### src/logic/pcicap_pkg.sv
// Package for the capability header register bank.
// Assumes one clock domain and configuration access from the link core.
`default_nettype none
package pcicap_pkg;
  // ------------------------------------------------------------
  // Register map
  // ------------------------------------------------------------
  localparam logic [11:0] CAP_BASE_ADDR      = 12'h0c0;
  localparam int          CAP_SPAN_BYTES     = 20;
  localparam logic [11:0] CAP_HEADER_ADDR    = 12'h0c0;
  localparam logic [11:0] DEV_CAPS_ADDR      = 12'h0c4;
  // ------------------------------------------------------------
  // Field values
  // ------------------------------------------------------------
  localparam logic [7:0]  CAP_IDENTIFIER     = 8'h10;
  localparam logic [7:0]  NEXT_CAP_LINK      = 8'h00;
  localparam logic [3:0]  CAP_REVISION       = 4'h1;
  localparam logic [3:0]  PORT_KIND_BRIDGE   = 4'h7;
  localparam logic [1:0]  SCALE_RESET        = 2'h0;
  localparam logic [7:0]  VALUE_RESET        = 8'h00;
  localparam logic [31:0] CAP_HEADER_RESET   = 32'h0071_0010;
  localparam logic [31:0] DEV_CAPS_RESET     = 32'h0000_8000;
  localparam logic [31:0] UNMAPPED_DATA      = 32'h0000_0000;

  // Slot power limit as delivered by the message decoder
  typedef struct packed {
    logic       valid;
    logic [1:0] scale;
    logic [7:0] value;
  } pcicap_power_msg_type;

  // Configuration access request
  typedef struct packed {
    logic        rd;
    logic        wr;
    logic [11:0] addr;
    logic [31:0] wdata;
  } pcicap_cfg_req_type;

  // Device capabilities word layout
  typedef struct packed {
    logic [3:0] rsvd_hi;
    logic [1:0] slot_power_scale;
    logic [7:0] slot_power_value;
    logic [1:0] rsvd_mid;
    logic       role_based_error_flag;
    logic [2:0] rsvd_legacy;
    logic [2:0] l1_acceptable_latency;
    logic [2:0] l0s_acceptable_latency;
    logic       wide_transaction_label_support;
    logic [1:0] phantom_function_support;
    logic [2:0] payload_limit_supported;
  } pcicap_dev_caps_type;
endpackage
`default_nettype wire

### src/logic/pcicap_regs.sv
// Capability header and device capabilities register bank.
// Assumes requests and power messages are synchronous to i_sys_clk.
//
// What this block does
// RQ1: Structure sits at 0x0C0, 20 bytes.
// RQ2: Header low byte reads 0x10.
// RQ3: Next capability link reads 0x00.
// RQ4: Capability revision reads one.
// RQ5: Port kind reads 0111, bridge.
// RQ6: Slot flag, message number, reserved read zero.
// RQ7: Scale captured from message, resets 00.
// RQ8: Value captured from message, resets zero.
// RQ9: Role-based error flag reads one.
// RQ10: Bits 14:12 read zero, writes ignored.
// RQ11: L1 latency reads zero.
// RQ12: L0s latency reads zero.
// RQ13: Wide transaction labels not supported.
// RQ14: Phantom function support reads zero.
// RQ15: Payload supported reads 128 bytes.
// RQ16: Any programmed payload means 128 bytes.
// RQ17: Writes change nothing; only messages update.
`timescale 1ns/1ps
`default_nettype none
module pcicap_regs (
  // Clock and reset
  input  wire logic                          i_sys_clk,
  input  wire logic                          i_reset_n,
  // Configuration access
  input  wire pcicap_pkg::pcicap_cfg_req_type i_cfg_req,
  output logic                               o_cfg_ack,
  output logic [31:0]                        o_cfg_rdata,
  // Slot power message capture
  input  wire pcicap_pkg::pcicap_power_msg_type i_power_msg,
  // Captured limit, for the power logic
  output logic [1:0]                         o_slot_power_scale,
  output logic [7:0]                         o_slot_power_value
);

  // ------------------------------------------------------------
  // State
  // ------------------------------------------------------------
  logic [1:0]  scale_ff, nxt_scale;
  logic [7:0]  value_ff, nxt_value;
  logic        ack_ff,   nxt_ack;
  logic [31:0] rdata_ff, nxt_rdata;

  // RQ1: window decode
  function automatic logic in_cap(input logic [11:0] a);
    return (a >= pcicap_pkg::CAP_BASE_ADDR) &&
           (a < pcicap_pkg::CAP_BASE_ADDR + 12'(pcicap_pkg::CAP_SPAN_BYTES));
  endfunction

  function automatic logic [31:0] header_word();
    // RQ2: fixed identifier
    // RQ3: end of list
    // RQ4: revision one
    // RQ5: bridge port kind
    // RQ6: upper bits zero
    return {8'h00, pcicap_pkg::PORT_KIND_BRIDGE, pcicap_pkg::CAP_REVISION,
            pcicap_pkg::NEXT_CAP_LINK, pcicap_pkg::CAP_IDENTIFIER};
  endfunction

  function automatic logic [31:0] caps_word(input logic [1:0] s, input logic [7:0] v);
    pcicap_pkg::pcicap_dev_caps_type c;
    c = '0;
    // RQ7: captured scale
    c.slot_power_scale = s;
    // RQ8: captured value
    c.slot_power_value = v;
    // RQ9: role-based reporting
    c.role_based_error_flag = 1'b1;
    // RQ10: legacy bits zero
    // RQ11: L1 latency zero
    // RQ12: L0s latency zero
    // RQ13: 5-bit tags only
    // RQ14: no phantoms
    // RQ15: 128-byte payload, so RQ16 holds for any control setting
    return c;
  endfunction

  // ------------------------------------------------------------
  // Next state
  // ------------------------------------------------------------
  always_comb begin
    nxt_scale = scale_ff;
    nxt_value = value_ff;
    // RQ17: only message capture updates
    if (i_power_msg.valid) begin
      nxt_scale = i_power_msg.scale;
      nxt_value = i_power_msg.value;
    end
    // Writes are acked but discarded, so software sees a completion
    nxt_ack   = i_cfg_req.rd | i_cfg_req.wr;
    nxt_rdata = pcicap_pkg::UNMAPPED_DATA;
    // Read returns the limit held before any same-cycle message
    if (i_cfg_req.rd) begin
      case (i_cfg_req.addr)
        pcicap_pkg::CAP_HEADER_ADDR: nxt_rdata = header_word();
        pcicap_pkg::DEV_CAPS_ADDR:   nxt_rdata = caps_word(scale_ff, value_ff);
        default:                     nxt_rdata = pcicap_pkg::UNMAPPED_DATA;
      endcase
    end
  end

  always_ff @(posedge i_sys_clk) begin
    if (!i_reset_n) begin
      scale_ff <= pcicap_pkg::SCALE_RESET;
      value_ff <= pcicap_pkg::VALUE_RESET;
      ack_ff   <= 1'b0;
      rdata_ff <= pcicap_pkg::UNMAPPED_DATA;
    end else begin
      scale_ff <= nxt_scale;
      value_ff <= nxt_value;
      ack_ff   <= nxt_ack;
      rdata_ff <= nxt_rdata;
    end
  end

  assign o_cfg_ack          = ack_ff;
  assign o_cfg_rdata        = rdata_ff;
  assign o_slot_power_scale = scale_ff;
  assign o_slot_power_value = value_ff;

  // ------------------------------------------------------------
  // Checks
  // ------------------------------------------------------------
  logic window_hit;
  assign window_hit = in_cap(i_cfg_req.addr);
  // Caps reads, seen through the word layout
  logic                            caps_rd;
  pcicap_pkg::pcicap_dev_caps_type rdata_view;
  assign caps_rd    = i_cfg_req.rd && i_cfg_req.addr == pcicap_pkg::DEV_CAPS_ADDR;
  assign rdata_view = o_cfg_rdata;

  property p_hdr_read;
    @(posedge i_sys_clk) disable iff (!i_reset_n)
      i_cfg_req.rd && i_cfg_req.addr == pcicap_pkg::CAP_HEADER_ADDR |=>
        o_cfg_ack && o_cfg_rdata == pcicap_pkg::CAP_HEADER_RESET;
  endproperty
  a_hdr_read: assert property (p_hdr_read) else $error("header word wrong"); // RQ2

  property p_caps_idle;
    @(posedge i_sys_clk) disable iff (!i_reset_n)
      i_cfg_req.rd && i_cfg_req.addr == pcicap_pkg::DEV_CAPS_ADDR &&
      scale_ff == pcicap_pkg::SCALE_RESET && value_ff == pcicap_pkg::VALUE_RESET |=>
        o_cfg_rdata == pcicap_pkg::DEV_CAPS_RESET;
  endproperty
  a_caps_idle: assert property (p_caps_idle) else $error("caps word wrong"); // RQ9

  property p_caps_fixed;
    @(posedge i_sys_clk) disable iff (!i_reset_n)
      i_cfg_req.rd && i_cfg_req.addr == pcicap_pkg::DEV_CAPS_ADDR |=>
        o_cfg_rdata[14:0] == 15'h0000 && o_cfg_rdata[15] && o_cfg_rdata[31:28] == 4'h0;
  endproperty
  a_caps_fixed: assert property (p_caps_fixed) else $error("fixed caps bits"); // RQ10

  property p_scale_cap;
    @(posedge i_sys_clk) disable iff (!i_reset_n)
      i_power_msg.valid |=> o_slot_power_scale == $past(i_power_msg.scale);
  endproperty
  a_scale_cap: assert property (p_scale_cap) else $error("scale not captured"); // RQ7

  property p_value_cap;
    @(posedge i_sys_clk) disable iff (!i_reset_n)
      i_power_msg.valid ##1 (i_cfg_req.rd && i_cfg_req.addr == pcicap_pkg::DEV_CAPS_ADDR
        && !i_power_msg.valid) |=> o_cfg_rdata[25:18] == $past(i_power_msg.value, 2);
  endproperty
  a_value_cap: assert property (p_value_cap) else $error("value not captured"); // RQ8

  property p_write_inert;
    @(posedge i_sys_clk) disable iff (!i_reset_n)
      i_cfg_req.wr && !i_power_msg.valid |=> $stable(o_slot_power_scale) &&
        $stable(o_slot_power_value);
  endproperty
  a_write_inert: assert property (p_write_inert) else $error("write changed field"); // RQ17

  property p_hold;
    @(posedge i_sys_clk) disable iff (!i_reset_n)
      !i_power_msg.valid [*2] |=> $stable(o_slot_power_value);
  endproperty
  a_hold: assert property (p_hold) else $error("value drifted"); // RQ8

  property p_outside;
    @(posedge i_sys_clk) disable iff (!i_reset_n)
      i_cfg_req.rd && !window_hit |=> o_cfg_ack &&
        o_cfg_rdata == pcicap_pkg::UNMAPPED_DATA;
  endproperty
  a_outside: assert property (p_outside) else $error("outside read nonzero"); // RQ1

  property p_inside_unmapped;
    @(posedge i_sys_clk) disable iff (!i_reset_n)
      i_cfg_req.rd && window_hit &&
        i_cfg_req.addr != pcicap_pkg::CAP_HEADER_ADDR &&
        i_cfg_req.addr != pcicap_pkg::DEV_CAPS_ADDR |=>
        o_cfg_rdata == pcicap_pkg::UNMAPPED_DATA;
  endproperty
  a_inside_unmapped: assert property (p_inside_unmapped) else $error("unmapped nonzero"); // RQ1

  // ------------------------------------------------------------
  // Checks: fixed capability fields
  // ------------------------------------------------------------
  property p_caps_l1;
    @(posedge i_sys_clk) disable iff (!i_reset_n)
      caps_rd |=> rdata_view.l1_acceptable_latency == '0;
  endproperty
  a_caps_l1: assert property (p_caps_l1) else $error("L1 latency not zero"); // RQ11

  property p_caps_l0s;
    @(posedge i_sys_clk) disable iff (!i_reset_n)
      caps_rd |=> rdata_view.l0s_acceptable_latency == '0;
  endproperty
  a_caps_l0s: assert property (p_caps_l0s) else $error("L0s latency not zero"); // RQ12

  property p_caps_tag;
    @(posedge i_sys_clk) disable iff (!i_reset_n)
      caps_rd |=> rdata_view.wide_transaction_label_support == 1'b0;
  endproperty
  a_caps_tag: assert property (p_caps_tag) else $error("wide labels claimed"); // RQ13

  property p_caps_phantom;
    @(posedge i_sys_clk) disable iff (!i_reset_n)
      caps_rd |=> rdata_view.phantom_function_support == '0;
  endproperty
  a_caps_phantom: assert property (p_caps_phantom) else $error("phantoms set"); // RQ14

  property p_caps_payload;
    @(posedge i_sys_clk) disable iff (!i_reset_n)
      caps_rd |=> rdata_view.payload_limit_supported == '0;
  endproperty
  a_caps_payload: assert property (p_caps_payload) else $error("payload not 128"); // RQ15 RQ16

  // ------------------------------------------------------------
  // Checks: captured limit
  // ------------------------------------------------------------
  property p_caps_scale;
    @(posedge i_sys_clk) disable iff (!i_reset_n)
      caps_rd |=> rdata_view.slot_power_scale == $past(o_slot_power_scale);
  endproperty
  a_caps_scale: assert property (p_caps_scale) else $error("scale field wrong"); // RQ7

  property p_caps_value;
    @(posedge i_sys_clk) disable iff (!i_reset_n)
      caps_rd |=> rdata_view.slot_power_value == $past(o_slot_power_value);
  endproperty
  a_caps_value: assert property (p_caps_value) else $error("value field wrong"); // RQ8

  property p_scale_hold;
    @(posedge i_sys_clk) disable iff (!i_reset_n)
      !i_power_msg.valid |=> $stable(o_slot_power_scale);
  endproperty
  a_scale_hold: assert property (p_scale_hold) else $error("scale drifted"); // RQ7

  property p_msg_write;
    @(posedge i_sys_clk) disable iff (!i_reset_n)
      i_cfg_req.wr && i_power_msg.valid |=>
        o_slot_power_value == $past(i_power_msg.value) &&
        o_slot_power_scale == $past(i_power_msg.scale);
  endproperty
  a_msg_write: assert property (p_msg_write) else $error("message lost to write"); // RQ17

  // Checked while reset is active, so no disable here
  property p_reset_scale;
    @(posedge i_sys_clk)
      !i_reset_n |=> o_slot_power_scale == pcicap_pkg::SCALE_RESET;
  endproperty
  a_reset_scale: assert property (p_reset_scale) else $error("scale not reset"); // RQ7

  property p_reset_value;
    @(posedge i_sys_clk)
      !i_reset_n |=> o_slot_power_value == pcicap_pkg::VALUE_RESET && !o_cfg_ack;
  endproperty
  a_reset_value: assert property (p_reset_value) else $error("value not reset"); // RQ8

  // ------------------------------------------------------------
  // Checks: completions
  // ------------------------------------------------------------
  property p_rd_ack;
    @(posedge i_sys_clk) disable iff (!i_reset_n)
      i_cfg_req.rd |=> o_cfg_ack;
  endproperty
  a_rd_ack: assert property (p_rd_ack) else $error("read not completed"); // RQ1

  property p_write_ack;
    @(posedge i_sys_clk) disable iff (!i_reset_n)
      i_cfg_req.wr && !i_cfg_req.rd |=> o_cfg_ack &&
        o_cfg_rdata == pcicap_pkg::UNMAPPED_DATA;
  endproperty
  a_write_ack: assert property (p_write_ack) else $error("write completion wrong"); // RQ17

  property p_idle_quiet;
    @(posedge i_sys_clk) disable iff (!i_reset_n)
      !i_cfg_req.rd && !i_cfg_req.wr |=> !o_cfg_ack &&
        o_cfg_rdata == pcicap_pkg::UNMAPPED_DATA;
  endproperty
  a_idle_quiet: assert property (p_idle_quiet) else $error("spurious completion"); // RQ17

  // ------------------------------------------------------------
  // Covers
  // ------------------------------------------------------------

  c_hdr:   cover property (@(posedge i_sys_clk) i_cfg_req.rd &&
                           i_cfg_req.addr == pcicap_pkg::CAP_HEADER_ADDR);
  c_msg:   cover property (@(posedge i_sys_clk) i_power_msg.valid ##1 i_cfg_req.rd);
  c_write: cover property (@(posedge i_sys_clk) i_cfg_req.wr);
  c_unmapped:  cover property (@(posedge i_sys_clk) i_cfg_req.rd && !window_hit);
  c_msg_write: cover property (@(posedge i_sys_clk) i_cfg_req.wr && i_power_msg.valid);

endmodule
`default_nettype wire

### config.mk
export PLATFORM = sky130hd
export DESIGN_NAME = pcicap_regs
export DESIGN_NICKNAME = d
export VERILOG_FILES = /design/src/logic/pcicap_pkg.sv /design/src/logic/pcicap_regs.sv
export SDC_FILE = /design/constraint.sdc
export NUM_CORES = 1
export LEC_CHECK = 0
export BUFFER_PORTS_ARGS = -buffer_cell sky130_fd_sc_hd__buf_4
export CELL_PAD_IN_SITES_DETAIL_PLACEMENT = 1
export CELL_PAD_IN_SITES_GLOBAL_PLACEMENT = 1
export CORE_MARGIN = 4
export CORE_UTILIZATION = 20
export CTS_CLUSTER_SIZE = 14
export DETAILED_ROUTE_END_ITERATION = 8
export MAX_ROUTING_LAYER = met4
export PLACE_DENSITY = 0.75
export SYNTH_ARGS = -nofsm -noshare
export SYNTH_HDL_FRONTEND = slang
export SYNTH_SLANG_ARGS = --single-unit
### constraint.sdc
create_clock -name i_sys_clk -period 0.99 [get_ports i_sys_clk]
set_input_delay 0.0495 -clock i_sys_clk [delete_from_list [all_inputs] [get_ports i_sys_clk]]
set_output_delay 0.0495 -clock i_sys_clk [all_outputs]
set_load 0.02 [all_outputs]
==> metrics.yaml <==
run_status:
  status: "complete, no violations"
yosys:
  ys_ff_latch: 23
  ys_seq_area_share_pct: 46.7
  async_reset_ff_share_pct: 0
  synth_edf_count: 0
  synth-warning-count: 0
  synth.avg_cell_area_um2: 9.96
  netlist.area_leader.share_pct: 46.7
  synth_ff_type: "dfxtp_1"
  ys_top_cells_by_area: "dfxtp_1 (47%), buf_4 (15%), mux2i_1 (10%), nor2b_1 (6.3%), nor4_1 (5.7%)"
  yosysMostFrequentCell: "dfxtp_1"
  synthesis.area_um2: 986
  yosysTopAreaCell: "dfxtp_1"
  synth_commonest_cells: "dfxtp_1 (23), buf_4 (20), mux2i_1 (10), nor2b_1 (10), nor4_1 (9)"
  netlist-cell-type-count: 19
  syn_inst: 99
worst_setup_path:
  cp_max_fo: 12
  path_buf_inv: 2
  critical_path.slowest_cell: "a2111oi_4"
  cp.required_ns: 1.15
  cp-startpoint: "i_cfg_req[41]"
  endpoint: "o_cfg_rdata[20]$_SDFF_PN0_"
  worst-r2r-cell-count: 2
  reg2reg_to: "o_cfg_rdata[20]$_SDFF_PN0_"
  rr_startpoint: "o_slot_power_value[2]$_SDFFE_PN0P_"
  rrSetupSlack_ns: 0.15
  start_kind: "input pin"
  slowest_delay_ns: 0.33
  worst_ep_arrival_time_ns: 1.04
  crit_chain: "buf_4 -> nor4_2 -> nand4_1 -> buf_4 -> a2111oi_4"
  path_depth: 5
  critPathKind: "in -> reg"
  critPathCaptureType: "flip-flop"
  critPathTopFamily: "simple AND/OR/NAND/NOR gates"
  crit_path_frequent_cell: "buf_4"
timing:
  period_share_pct: 89.7
  setup_viol: 0
  max_slew_margin_pct: 66.4
  clock_skew_ns: 0.00105
  layout_setup_ws_ns: 0.102
  fmax_mhz: 1130
  fin_setup_tns_ns: 0
  post-route-min-period_ns: 0.888
  slew_viol_final: 0
  worst_pin_slew_ns: 0.503
  rsz0062_at_grt: "no"
  hold_violations: 0
route:
  viasPerCell: 3.60
  wl_per_cell_um: 11.8
  drt_iter0_drc: 30
  firstDrtPassIters: 3
  vias: 775
  ant_nets: 0
  drc_errors: 0
  wirelength_mm: 2.54
floorplanning:
  io_pins: 102
  fp-row-count: 25
  initial_core_util_pct: 20.7
  core-area_um2: 4750
  dieArea_um2: 6120
  die_h_um: 78.2
  die_x_um: 78.2
worst_hold_path:
  hold_depth: 2
  hp-class: "in -> reg"
  min-delay-start: "i_cfg_req[44]"
placed_design:
  post_dp_cell_area_um2: 1360
  gp_congestion: 0.660
  preCtsSetupSlack_ns: -0.321
  dp_hpwl_mm: 1.96
  place.port_buffers: 50
  dp_cells: 211
clock_network:
  postCtsHoldBufs: 0
  clockBufferDepth: 2
  clk-insertion-delay-late_ns: 0.25
  clk_pin_slew_ns: 0.08
  clkSinkCount: 23
  htreeDepth: 1
  clock-root-buffer: "clkbuf_8"
  numCtsBuffers: 3
  cts_tree: "done"
layout:
  layout-drive-gt1-share_pct: 41.2
  nNetsFinal: 208
  fin_util_pct: 30.1
  postLayoutCellArea_um2: 1430
  stdcell_count: 215
  syn_to_final_growth_pct: 45.1
  num_antenna_cells: 0
grt:
  grt_max_degree: 14
  gr-total-overflow: 0
  grt_pass1_vias: 790
  track_usage_pct: 7.97
  grt_pass1_wl_mm: 3.78
  antenna_found_initial: 0
run:
  max_cap_violations: 0
pwr:
  p_comb_share_pct: 17.8
  p_clk_share_pct: 29.9
  peakVddDrop_mv: 0.576
  internal_power_w: 0.00137
  p_sw_w: 0.000489
  power_frac_seq_pct: 52.3
  p_sw_share_pct: 26.3
  powerDensity_nw_per_um2: 1300
  leakage_nw: 0.640
stage by stage:
step	power [W]	hold slack [ns]
global placement	0.00132	0.260
detailed placement	0.00132	0.271
finish	0.00186	0.00560
global route	0.00198	0.00923
CTS	0.00189	0.000800
floorplan	0.00123	0.160
kinds of logic after synthesis:
family	synth area share [%]
AO/OA/AOI/OAI	5.33
buffers and inverters	19.7
flip-flops	46.7
multiplexers	10.2
other	0.380
AND/OR/NAND/NOR	17.8
cells in the final DEF, fill, tap and decap left out, drive strengths merged:
cell type	count
nor2b	10
nand4	1
nor3	1
clkbuf	3
inv	3
nand3	1
nor2	1
conb	19
nor4	9
a2111oi	3
dfxtp	23
nand2	8
mux2i	10
or3	1
buf	53
clkinv	1
o21a	1
layout make-up:
cell class | instances | area, µm²
fillers | 567 | 3320
flip-flops and latches | 23 | 460
multi-input cells | 65 | 430
repair buffers | 53 | 398
well taps | 67 | 83.8
clock buffers | 3 | 41.3
inverters | 3 | 11.3
clock inverters | 1 | 5.00
worst reg2reg max path, cell delays in order, from the launching register on:
cell and delay [ns]:
dfxtp_1 0.36, inv_1 0.08, a2111oi_4 0.29
worst min-delay path by stage:
stage	to
2_1_floorplan	o_cfg_ack$_SDFF_PN0_
3_3_place_gp	o_cfg_ack$_SDFF_PN0_
3_5_place_dp	o_cfg_ack$_SDFF_PN0_
4_1_cts	o_cfg_ack$_SDFF_PN0_
5_1_grt	o_cfg_ack$_SDFF_PN0_
6_report	o_cfg_ack$_SDFF_PN0_
sequential cells by signal, indices dropped and copies added (netlist names):
name,flops
o_slot_power_scale,2
o_cfg_ack,1
o_slot_power_value,8
o_cfg_rdata,12
power by group through the flow:
stage	Combinational [W]	Clock, W	Sequential [W]
2_1_floorplan	0.000205	0	0.00102
3_3_place_gp	0.000322	0	0.000995
3_5_place_dp	0.000326	0	0.000995
4_1_cts	0.000329	0.000590	0.000973
5_1_grt	0.000361	0.000638	0.000977
6_report	0.000331	0.000556	0.000972
timing repair:
item,in CTS,in global routing
buffers inserted,0,0
endpoints found under the setup margin,1,2
resized for setup,2,3
layer usage:
layer  part of all wire (%)  wire length (µm)  global-route usage, %
met2                     47              1210                   12.5
met4                    1.4                36                   3.67
met1                     43              1090                   10.1
met3                    8.2               209                   1.26
met5                      0                 0                      -
Note: power is estimated with default switching activity, not from simulation.
